[src/apc_pkg.sv]
// Package for the analog path control register bank: offsets, fields, defaults, carrier struct
package apc_pkg;
  localparam int ADDR_W = 7;
  localparam int DATA_W = 9;
  localparam int GAIN_W = 6;
  localparam int BST_W = 3;

  localparam logic [6:0] OFS_INPUT_SIGNAL = 7'h2C;
  localparam logic [6:0] OFS_PGA_GAIN = 7'h2D;
  localparam logic [6:0] OFS_BOOST_CTRL = 7'h2F;
  localparam logic [6:0] OFS_OUTPUT_OPT = 7'h31;
  localparam logic [6:0] OFS_SPK_MIXER = 7'h32;

  localparam logic [8:0] RST_INPUT_SIGNAL = 9'h003;
  localparam logic [8:0] RST_PGA_GAIN = 9'h010;
  localparam logic [8:0] RST_BOOST_CTRL = 9'h100;
  localparam logic [8:0] RST_OUTPUT_OPT = 9'h002;
  localparam logic [8:0] RST_SPK_MIXER = 9'h001;

  // Writable bits; all others are reserved zero
  localparam logic [8:0] MSK_INPUT_SIGNAL = 9'h18F;
  localparam logic [8:0] MSK_PGA_GAIN = 9'h0FF;
  localparam logic [8:0] MSK_BOOST_CTRL = 9'h177;
  localparam logic [8:0] MSK_OUTPUT_OPT = 9'h00F;
  localparam logic [8:0] MSK_SPK_MIXER = 9'h023;

  // Input signal control fields
  localparam int POS_BIAS_LEVEL = 7;
  localparam int POS_AUX_AMP_MODE = 3;
  localparam int POS_AUX_TO_PGA = 2;
  localparam int POS_NEG_MIC_TO_PGA = 1;
  localparam int POS_POS_MIC_TO_PGA = 0;
  // PGA gain fields
  localparam int POS_PGA_ZC_EN = 7;
  localparam int POS_PGA_MUTE = 6;
  localparam int POS_PGA_GAIN = 0;
  // Boost control fields
  localparam int POS_PGA_BOOST = 8;
  localparam int POS_POS_MIC_BOOST = 4;
  localparam int POS_AUX_BOOST = 0;
  // Output options fields
  localparam int POS_MONO_BOOST = 3;
  localparam int POS_SPK_BOOST = 2;
  localparam int POS_THERMAL_EN = 1;
  localparam int POS_OUT_RES = 0;
  // Speaker mixer fields
  localparam int POS_AUX_TO_SPK = 5;
  localparam int POS_BYP_TO_SPK = 1;
  localparam int POS_DAC_TO_SPK = 0;

  // PGA gain in quarter dB: code 0 at -12.00 dB, 0.75 dB per step
  localparam logic [8:0] PGA_QDB_STEP = 9'h003;
  localparam logic [8:0] PGA_QDB_OFFSET = 9'h030;
  // Boost in dB: 3 dB per step, code 1 at -12 dB
  localparam logic [5:0] BST_DB_STEP = 6'h03;
  localparam logic [5:0] BST_DB_OFFSET = 6'h0F;
  // Output boost in tenths of the reference
  localparam logic [3:0] OUT_BOOST_X10_LO = 4'hA;
  localparam logic [3:0] OUT_BOOST_X10_HI = 4'hF;
  // Microphone bias in percent of the analog supply
  localparam logic [6:0] BIAS_PCT_00_M0 = 7'h5A;
  localparam logic [6:0] BIAS_PCT_00_M1 = 7'h55;
  localparam logic [6:0] BIAS_PCT_01_M0 = 7'h41;
  localparam logic [6:0] BIAS_PCT_01_M1 = 7'h3C;
  localparam logic [6:0] BIAS_PCT_10_M0 = 7'h4B;
  localparam logic [6:0] BIAS_PCT_10_M1 = 7'h46;
  localparam logic [6:0] BIAS_PCT_11 = 7'h32;

  typedef struct packed {
    logic aux_amp_mode;
    logic aux_to_pga_sel;
    logic neg_mic_to_pga_sel;
    logic pos_mic_to_pga_sel;
    logic [6:0] mic_bias_pct;
    logic pga_mute;
    logic signed [8:0] pga_gain_qdb;
    logic pga_boost_20db;
    logic pos_mic_boost_conn;
    logic signed [4:0] pos_mic_boost_db;
    logic aux_boost_conn;
    logic signed [4:0] aux_boost_db;
    logic [3:0] mono_out_boost_x10;
    logic [3:0] speaker_out_boost_x10;
    logic thermal_shutdown_en;
    logic analog_out_resistance;
    logic aux_to_speaker_mix;
    logic bypass_to_speaker_mix;
    logic dac_to_speaker_mix;
  } apc_ctrl_s;
endpackage

[src/apc_zc_gain.sv]
// PGA gain update stage with optional zero-cross deferral
`timescale 1ns/1ps
module apc_zc_gain #(
  parameter int GAIN_W = 6,
  parameter logic [5:0] RST_CODE = 6'h10
) (
  input wire logic mclk_i,
  input wire logic reset_i,
  input wire logic zc_en_i,
  input wire logic gain_wr_i,
  input wire logic [GAIN_W-1:0] gain_code_i,
  input wire logic signal_sign_i,
  output logic [GAIN_W-1:0] applied_code_o
);
  logic sync1_q;
  logic sync2_q;
  logic sync3_q;
  logic level_q;
  logic level_d;
  logic pend_q;
  logic pend_d;
  logic [GAIN_W-1:0] applied_q;
  logic [GAIN_W-1:0] applied_d;
  wire logic zc_evt;

  // A crossing counts only once the last two stages agree on a new sign
  assign zc_evt = (sync2_q == sync3_q) && (sync3_q != level_q);
  assign level_d = zc_evt ? sync3_q : level_q;
  // A write in the crossing cycle re-arms, so set wins over clear
  assign pend_d = (gain_wr_i && zc_en_i) ? 1'b1 : (zc_evt ? 1'b0 : pend_q);
  assign applied_d = !zc_en_i ? gain_code_i :
                     (pend_q && zc_evt && !gain_wr_i) ? gain_code_i : applied_q;
  assign applied_code_o = applied_q;

  always_ff @(posedge mclk_i)
  begin
    if (reset_i)
    begin
      sync1_q <= 1'b0;
      sync2_q <= 1'b0;
      sync3_q <= 1'b0;
      level_q <= 1'b0;
      pend_q <= 1'b0;
      applied_q <= RST_CODE;
    end
    else
    begin
      sync1_q <= signal_sign_i;
      sync2_q <= sync1_q;
      sync3_q <= sync2_q;
      level_q <= level_d;
      pend_q <= pend_d;
      applied_q <= applied_d;
    end
  end
endmodule

[src/apc_regs.sv]
// Analog path control register bank with decoded control outputs
`timescale 1ns/1ps
module apc_regs #(
  parameter int ADDR_W = apc_pkg::ADDR_W,
  parameter int DATA_W = apc_pkg::DATA_W
) (
  input wire logic mclk_i,
  input wire logic reset_i,
  input wire logic reg_wr_i,
  input wire logic [ADDR_W-1:0] reg_addr_i,
  input wire logic [DATA_W-1:0] reg_wdata_i,
  output logic [DATA_W-1:0] reg_rdata_o,
  input wire logic mic_bias_mode_sel_i,
  input wire logic pga_signal_sign_i,
  output apc_pkg::apc_ctrl_s ctrl_o
);
  logic [8:0] isc_q;
  logic [8:0] gain_q;
  logic [8:0] boost_q;
  logic [8:0] outopt_q;
  logic [8:0] mix_q;
  logic [8:0] rdata_q;
  apc_pkg::apc_ctrl_s ctrl_q;
  apc_pkg::apc_ctrl_s ctrl_d;
  wire logic [8:0] isc_d;
  wire logic [8:0] gain_d;
  wire logic [8:0] boost_d;
  wire logic [8:0] outopt_d;
  wire logic [8:0] mix_d;
  wire logic [8:0] rdata_d;
  wire logic hit_isc;
  wire logic hit_gain;
  wire logic hit_boost;
  wire logic hit_outopt;
  wire logic hit_mix;
  wire logic [5:0] applied_code;
  wire logic [1:0] bias_level;
  wire logic [2:0] pos_bst_code;
  wire logic [2:0] aux_bst_code;

  function automatic logic [8:0] wr_merge(input logic hit, input logic [8:0] cur,
                                          input logic [8:0] wdata, input logic [8:0] mask);
    // Reserved bits are forced to zero on every write
    wr_merge = hit ? (wdata & mask) : cur;
  endfunction

  function automatic logic signed [4:0] boost_db(input logic [2:0] code);
    logic [5:0] raw;
    raw = 6'h00;
    raw = 6'({3'b000, code} * apc_pkg::BST_DB_STEP) - apc_pkg::BST_DB_OFFSET;
    // Code 0 is a disconnected path, so its dB value is don't-care and held at zero
    boost_db = (code == 3'h0) ? 5'sh00 : $signed(raw[4:0]);
  endfunction

  function automatic logic [3:0] out_boost(input logic sel);
    out_boost = sel ? apc_pkg::OUT_BOOST_X10_HI : apc_pkg::OUT_BOOST_X10_LO;
  endfunction

  function automatic logic [6:0] bias_pct(input logic [1:0] level, input logic mode);
    logic [6:0] pct;
    pct = apc_pkg::BIAS_PCT_11;
    case (level)
      2'h0: pct = mode ? apc_pkg::BIAS_PCT_00_M1 : apc_pkg::BIAS_PCT_00_M0;
      2'h1: pct = mode ? apc_pkg::BIAS_PCT_01_M1 : apc_pkg::BIAS_PCT_01_M0;
      2'h2: pct = mode ? apc_pkg::BIAS_PCT_10_M1 : apc_pkg::BIAS_PCT_10_M0;
      default: pct = apc_pkg::BIAS_PCT_11;
    endcase
    bias_pct = pct;
  endfunction

  assign hit_isc = reg_wr_i && (reg_addr_i == apc_pkg::OFS_INPUT_SIGNAL);
  assign hit_gain = reg_wr_i && (reg_addr_i == apc_pkg::OFS_PGA_GAIN);
  assign hit_boost = reg_wr_i && (reg_addr_i == apc_pkg::OFS_BOOST_CTRL);
  assign hit_outopt = reg_wr_i && (reg_addr_i == apc_pkg::OFS_OUTPUT_OPT);
  assign hit_mix = reg_wr_i && (reg_addr_i == apc_pkg::OFS_SPK_MIXER);

  assign isc_d = wr_merge(hit_isc, isc_q, reg_wdata_i, apc_pkg::MSK_INPUT_SIGNAL);
  assign gain_d = wr_merge(hit_gain, gain_q, reg_wdata_i, apc_pkg::MSK_PGA_GAIN);
  assign boost_d = wr_merge(hit_boost, boost_q, reg_wdata_i, apc_pkg::MSK_BOOST_CTRL);
  assign outopt_d = wr_merge(hit_outopt, outopt_q, reg_wdata_i, apc_pkg::MSK_OUTPUT_OPT);
  assign mix_d = wr_merge(hit_mix, mix_q, reg_wdata_i, apc_pkg::MSK_SPK_MIXER);

  // Unmapped addresses read as zero
  assign rdata_d = (reg_addr_i == apc_pkg::OFS_INPUT_SIGNAL) ? isc_q :
                   (reg_addr_i == apc_pkg::OFS_PGA_GAIN) ? gain_q :
                   (reg_addr_i == apc_pkg::OFS_BOOST_CTRL) ? boost_q :
                   (reg_addr_i == apc_pkg::OFS_OUTPUT_OPT) ? outopt_q :
                   (reg_addr_i == apc_pkg::OFS_SPK_MIXER) ? mix_q : 9'h000;

  // The gain write pulse is taken from the strobe so the deferral arms on the write itself;
  // the enable comes from the next register value so a write that turns deferral on arms it
  apc_zc_gain #(
    .GAIN_W(apc_pkg::GAIN_W),
    .RST_CODE(apc_pkg::RST_PGA_GAIN[5:0])
  ) u_zc_gain (
    .mclk_i(mclk_i),
    .reset_i(reset_i),
    .zc_en_i(gain_d[apc_pkg::POS_PGA_ZC_EN]),
    .gain_wr_i(hit_gain),
    .gain_code_i(gain_q[apc_pkg::POS_PGA_GAIN +: apc_pkg::GAIN_W]),
    .signal_sign_i(pga_signal_sign_i),
    .applied_code_o(applied_code)
  );

  assign bias_level = isc_q[apc_pkg::POS_BIAS_LEVEL +: 2];
  assign pos_bst_code = boost_q[apc_pkg::POS_POS_MIC_BOOST +: apc_pkg::BST_W];
  assign aux_bst_code = boost_q[apc_pkg::POS_AUX_BOOST +: apc_pkg::BST_W];

  always_comb
  begin
    ctrl_d = '0;
    ctrl_d.aux_amp_mode = isc_q[apc_pkg::POS_AUX_AMP_MODE];
    ctrl_d.aux_to_pga_sel = isc_q[apc_pkg::POS_AUX_TO_PGA];
    ctrl_d.neg_mic_to_pga_sel = isc_q[apc_pkg::POS_NEG_MIC_TO_PGA];
    // Not interlocked with the boost path; software keeps this clear when that path is used
    ctrl_d.pos_mic_to_pga_sel = isc_q[apc_pkg::POS_POS_MIC_TO_PGA];
    ctrl_d.mic_bias_pct = bias_pct(bias_level, mic_bias_mode_sel_i);
    ctrl_d.pga_mute = gain_q[apc_pkg::POS_PGA_MUTE];
    ctrl_d.pga_gain_qdb = $signed(9'({3'b000, applied_code} * apc_pkg::PGA_QDB_STEP)
                          - apc_pkg::PGA_QDB_OFFSET);
    ctrl_d.pga_boost_20db = boost_q[apc_pkg::POS_PGA_BOOST];
    ctrl_d.pos_mic_boost_conn = (pos_bst_code != 3'h0);
    ctrl_d.pos_mic_boost_db = boost_db(pos_bst_code);
    ctrl_d.aux_boost_conn = (aux_bst_code != 3'h0);
    ctrl_d.aux_boost_db = boost_db(aux_bst_code);
    ctrl_d.mono_out_boost_x10 = out_boost(outopt_q[apc_pkg::POS_MONO_BOOST]);
    ctrl_d.speaker_out_boost_x10 = out_boost(outopt_q[apc_pkg::POS_SPK_BOOST]);
    ctrl_d.thermal_shutdown_en = outopt_q[apc_pkg::POS_THERMAL_EN];
    ctrl_d.analog_out_resistance = outopt_q[apc_pkg::POS_OUT_RES];
    ctrl_d.aux_to_speaker_mix = mix_q[apc_pkg::POS_AUX_TO_SPK];
    ctrl_d.bypass_to_speaker_mix = mix_q[apc_pkg::POS_BYP_TO_SPK];
    ctrl_d.dac_to_speaker_mix = mix_q[apc_pkg::POS_DAC_TO_SPK];
  end

  assign reg_rdata_o = rdata_q;
  assign ctrl_o = ctrl_q;

  always_ff @(posedge mclk_i)
  begin
    if (reset_i)
    begin
      isc_q <= apc_pkg::RST_INPUT_SIGNAL;
      gain_q <= apc_pkg::RST_PGA_GAIN;
      boost_q <= apc_pkg::RST_BOOST_CTRL;
      outopt_q <= apc_pkg::RST_OUTPUT_OPT;
      mix_q <= apc_pkg::RST_SPK_MIXER;
      rdata_q <= 9'h000;
      ctrl_q <= '0;
    end
    else
    begin
      isc_q <= isc_d;
      gain_q <= gain_d;
      boost_q <= boost_d;
      outopt_q <= outopt_d;
      mix_q <= mix_d;
      rdata_q <= rdata_d;
      ctrl_q <= ctrl_d;
    end
  end
endmodule

[config.mk]
export PLATFORM = sky130hd
export DESIGN_NAME = apc_regs
export DESIGN_NICKNAME = d
export VERILOG_FILES = /design/src/apc_pkg.sv /design/src/apc_zc_gain.sv /design/src/apc_regs.sv
export SDC_FILE = /design/constraint.sdc
export NUM_CORES = 1
export LEC_CHECK = 0
export ABC_CLOCK_PERIOD_IN_PS = 5400
export BUFFER_PORTS_ARGS = -buffer_cell sky130_fd_sc_hd__buf_2
export CAP_MARGIN = 20
export CORE_MARGIN = 4
export CORE_UTILIZATION = 40
export DETAILED_ROUTE_END_ITERATION = 7
export SYNTH_ARGS = -nofsm -noshare
export SYNTH_HDL_FRONTEND = slang
export SYNTH_SLANG_ARGS = --single-unit
[constraint.sdc]
create_clock -name mclk_i -period 5.4 [get_ports mclk_i]
set_clock_uncertainty 0.05 [all_clocks]
set_input_delay 0.27 -clock mclk_i [delete_from_list [all_inputs] [get_ports mclk_i]]
set_output_delay 0.27 -clock mclk_i [all_outputs]
set_load 0.005 [all_outputs]
## Word-level counts from Yosys, hierarchy flattened

Cells that the tools add are included.

- Input bits: 21
- Register bits after elaboration: 95
- Logic and storage cells: 84
- Output and inout port bits: 56

- Add/subtract/negate cells: 3
- Muxes and demuxes: 16
- Reduce and logical (&&, ||, !) cells: 19
- Equal/unequal tests: 10
- $mul: 3

Operator list:

| operator | count |
|---|---|
| $eq A7 B6 Y1 const B | 5 |
| $mux W9 | 3 |
| $mux W6 | 4 |
| $pmux W7 S3 | 1 |
| $mul A3 B2 Y5 const B | 2 |
| $sub A5 B4 Y5 const B | 2 |
| $logic_and A1 B1 Y1 | 9 |
| $sub A8 B6 Y9 const B | 1 |
| $mul A6 B2 Y8 const B | 1 |
| $mux W4 | 2 |
| $mux W8 | 1 |
| $mux W7 | 1 |
| $logic_not A3 Y1 | 2 |
| $mux W3 | 2 |
| $reduce_bool A3 Y1 | 2 |
| $reduce_or A2 Y1 | 3 |
| $eq A2 B1 Y1 const B | 1 |
| $eq A2 B2 Y1 const B | 1 |
| $logic_not A2 Y1 | 1 |
| $mux W1 | 2 |
| $ne A2 B1 Y1 const B | 1 |
| $reduce_bool A2 Y1 | 1 |
| $eq A1 B1 Y1 | 1 |
| $logic_not A1 Y1 | 1 |
| $ne A1 B1 Y1 | 1 |

## Logic depth before layout (Yosys ltp)

- Word-level depth: 6
- Mapped depth: 8
- Depth with buffers taken out: 8

## By module

From an unflattened synthesis, not the netlist that was laid out.

- Cells, all modules: 409
- Area, all modules: 3928.8 µm²

By module, submodules not included:

| module | seq. area each (µm²) | times used | area each (µm²) | cells each |
|---|---|---|---|---|
| apc_regs | 1581.5 | 1 | 3330.7 | 341 |
| apc_zc_gain | 220.2 | 1 | 598.1 | 68 |

## Worst setup path after synthesis

No wires, ideal clock.

- Path kind: register to register
- Start: reg u_zc_gain.applied_q[4] (netlist: u_zc_gain.applied_code_o[4])
- End: reg ctrl_q (netlist bit ctrl_o[32])
- Required time: 5.280 ns
- Cell stages (with the launch flop): 9
- Path slack: 3.557 ns
- Period minus slack after synthesis: 1.843 ns
- Path buffers: 0
- Data arrival time: 1.722 ns
- Library setup time: 0.070 ns
- Cells stage by stage: dfxtp_1 > inv_1 > ha_1 > inv_1 > ha_1 > nor2b_1 > o21a_1 > or3_1 > a21oi_1

- Longest elaborated chain between the ends: 2

RTL lines:

| item | RTL line | text |
|---|---|---|
| start, declared | apc_zc_gain.sv:22 | `logic [GAIN_W-1:0] applied_q;` |
| start signal, assigned | apc_zc_gain.sv:53 | `applied_q <= applied_d;` |
| $mul A6 B2 Y8 | apc_regs.sv:119 | `ctrl_d.pga_gain_qdb = $signed(9'({3'b000, applied_code} * apc_pkg::PGA_QDB_STEP)` |
| $sub A8 B6 Y9 | apc_regs.sv:120 | `- apc_pkg::PGA_QDB_OFFSET);` |
| end signal, assigned | apc_regs.sv:158 | `ctrl_q <= ctrl_d;` |
| end, declared | apc_regs.sv:23 | `apc_pkg::apc_ctrl_s ctrl_q;` |

Every way passes these cells.
A chain may end at the register's enable or synchronous reset.

## Worst setup path after layout

Ends and elaborated chain as after synthesis.

==> flow_metrics.env <==
export IMPL_synth_avg_cell_area_um2=9.983
export IMPL_crit_chain="inv_1 > ha_1 > inv_1 > ha_1 > nor2b_1 > o21a_1 > or3_1 > a21oi_1"
export IMPL_synth_seq_cells=90
export IMPL_slowest_stage="dfxtp_1"
export IMPL_post_synth_top_area_fraction_pct=48.00
export IMPL_cp_end_kind="register"
export IMPL_nFillCells=905
export IMPL_hold_path_class="primary input to register"
export IMPL_clk_latency_ns=0.35
export IMPL_outcome="finished, final reports clean"
export IMPL_cp_arrival_ns=2.21
export IMPL_initial_utilization_pct=40.82
export IMPL_cts_max_level=3
export IMPL_drcViolationCount=0
export IMPL_gp_congestion=0.8360
export IMPL_clock_tree_root_cell="clkbuf_8"
export IMPL_synth_top_flop_cell="dfxtp_1"
export IMPL_cts_resized=0
export IMPL_synthToLayoutAreaGrowth_pct=16.23
export IMPL_clock_sinks=90
export IMPL_dp_hpwl_um=5737
export IMPL_synth_area_leaders="dfxtp_1 48%, mux2i_1 9.3%, ha_1 7.3%"
export IMPL_drt_first_pass_iters=4
export IMPL_synth_area_um2=3754
export IMPL_ctsHoldBuffers=0
export IMPL_io_pins=77
export IMPL_cap_violations=0
export IMPL_synthArstFlopShare_pct=0
export IMPL_drive_gt1_share_pct=22.15
export IMPL_grtUsageTotal_pct=14.51
export IMPL_grt_first_pass_wirelength_um=12780
export IMPL_cellLeakagePower_uw=0.002238
export IMPL_antennaDiodeCount=0
export IMPL_antenna_left=0
export IMPL_tritoncts="yes"
export IMPL_ir_worst_vdd_v=0.00009321
export IMPL_fin_crit_sh_pct=36.64
export IMPL_vias=2688
export IMPL_cts_made_buffers=9
export IMPL_die_width_um=104.9
export IMPL_start_kind="register"
export IMPL_cts_setup_buffers=0
export IMPL_crit_type="register to register"
export IMPL_port_buffers=76
export IMPL_core_um2=9196
export IMPL_ys_seq_area_share_pct=48.00
export IMPL_finalSetupViolations=0
export IMPL_wirelength_um=7902
export IMPL_rows=35
export IMPL_grt_ovfl_total=0
export IMPL_syn_inst=376
export IMPL_synth_edf_count=0
export IMPL_synth_cell_types=51
export IMPL_max_freq_mhz=505.4
export IMPL_synth_net_count=422
export IMPL_setup_tns_ns=0
export IMPL_wl_per_cell_um=14.16
export IMPL_critPathRequiredTime_ns=5.64
export IMPL_cp_max_fo=4
export IMPL_clkTransAtPathRegs_ns=0.09
export IMPL_netlist_top_cells_count="90 x dfxtp_1, 46 x nor2_1, 35 x mux2i_1"
export IMPL_yosysWarnings=0
export IMPL_rsz0062_at_grt="false"
export IMPL_clockBufferDepth=2
export IMPL_drv_slew=0
export IMPL_synth_top_cell_by_area="dfxtp_1"
export IMPL_drtIter0Drc=147
export IMPL_p_per_area_nw_per_um2=273.1
export IMPL_yosysMostFrequentCell="dfxtp_1"
export IMPL_grt_pass1_vias=2563
export IMPL_cp_slowest_stage_delay_ns=0.36
export IMPL_die_area_um2=11000
export IMPL_viasPerCell=4.817
export IMPL_hold_viol_final=0
export IMPL_max_slew_margin_pct=54.50
export IMPL_die_y_um=104.9
export IMPL_grt_max_degree=68
export IMPL_nNetsFinal=488
export IMPL_antenna_found_initial=0
export IMPL_hold_ws_ns=0.07325
export IMPL_worst_slew_pin_slew_ns=0.6825
export IMPL_fin_crit_ns=1.979
-- area by class of cell --
class                           count  area (µm²)  share of cell area (%)
Multi-Input combinational cell    238        1733                   39.72
Timing Repair Buffer               77       387.9                   8.890
Clock inverter                      6       66.31                   1.520
Clock buffer                       10       137.6                   3.155
Sequential cell                    90        1802                   41.30
Tap cell                          111       138.9                   3.183
Inverter                           26       97.59                   2.237
-- per-layer routing --
| layer | track usage (%) | vias up | wire, µm |
|---|---|---|---|
| met5 | 0 | - | 0 |
| met4 | 4.499 | 0 | 76 |
| met3 | 3.706 | 6 | 343 |
| met2 | 22.87 | 55 | 3607 |
| met1 | 19.51 | 1233 | 3875 |
| li1 | - | 1394 | - |
-- power by group --
group          switching [µW]  internal (µW)
sequential               2.54            670
clock                     238            226
combinational            34.2           19.9
total                     275            916
-- path summary, 6_finish.rpt --
| path | startpoint | end | slack [ns] | cells after the start |
|---|---|---|---|---|
| max | u_zc_gain.applied_code_o[4] | ctrl_o[32] | 3.42 | 8 |
| min reg2reg | u_zc_gain.sync1_q | u_zc_gain.sync2_q | 0.40 | 1 |
| min | pga_signal_sign_i | u_zc_gain.sync1_q | 0.07 | 2 |
| max reg2reg | u_zc_gain.applied_code_o[4] | ctrl_o[32] | 3.42 | 8 |
-- cells by family after synthesis --
group	share of synthesized area, %
flops	48.00
buf+inv	5.833
compound gates	7.600
simple gates	18.50
xor+xnor	1.400
mux	9.733
fa+ha+maj	8.933
-- through the flow --
step           setup slack [ns]  total power, µW  cells  util, %  cell area (µm²)
2_1_floorplan             3.557            720.1    376        -             3754
3_3_place_gp              3.343            742.2    542    45.22             4159
3_5_place_dp              3.310            742.7    542    45.22             4159
4_1_cts                   3.402             1204    558    47.44             4363
5_1_grt                   3.287             1233    558    47.44             4363
6_report                  3.421             1192    558    47.44             4363
-- worst max-delay path, delay by kind of cell (launching register included) --
kind            cells  cell delay (ns)
compound gates      2             0.33
fa+ha+maj           2             0.59
buf+inv             2             0.11
flops               1             0.36
simple gates        2             0.47
-- placed cells by master, fill, tap and decap left out, drive strengths merged, types with 2 or more instances in the layout --
cell type	instances
nand4	8
clkinv	3
nand3	4
o211a	2
nor2	46
ha	22
a21oi	11
buf	77
clkbuf	10
nor3	4
and2	4
mux2i	35
nor4	2
xnor2	5
a21o	5
nor2b	23
a31oi	2
fa	3
nand2	22
clkinvlp	3
inv	25
a211oi	4
dfxtp	90
nor4b	3
and3	4
o21ai	9
-- registers in the layout (all words and copies together) (netlist names) --
register / flops
reg_rdata_o: 9
mix_q: 3
boost_q: 7
u_zc_gain.sync3_q: 1
ctrl_o: 42
u_zc_gain.sync1_q: 1
isc_q: 6
u_zc_gain.level_q: 1
u_zc_gain.pend_q: 1
u_zc_gain.applied_code_o: 6
gain_q: 8
u_zc_gain.sync2_q: 1
outopt_q: 4
Note: power is estimated with default switching activity, not from simulation.
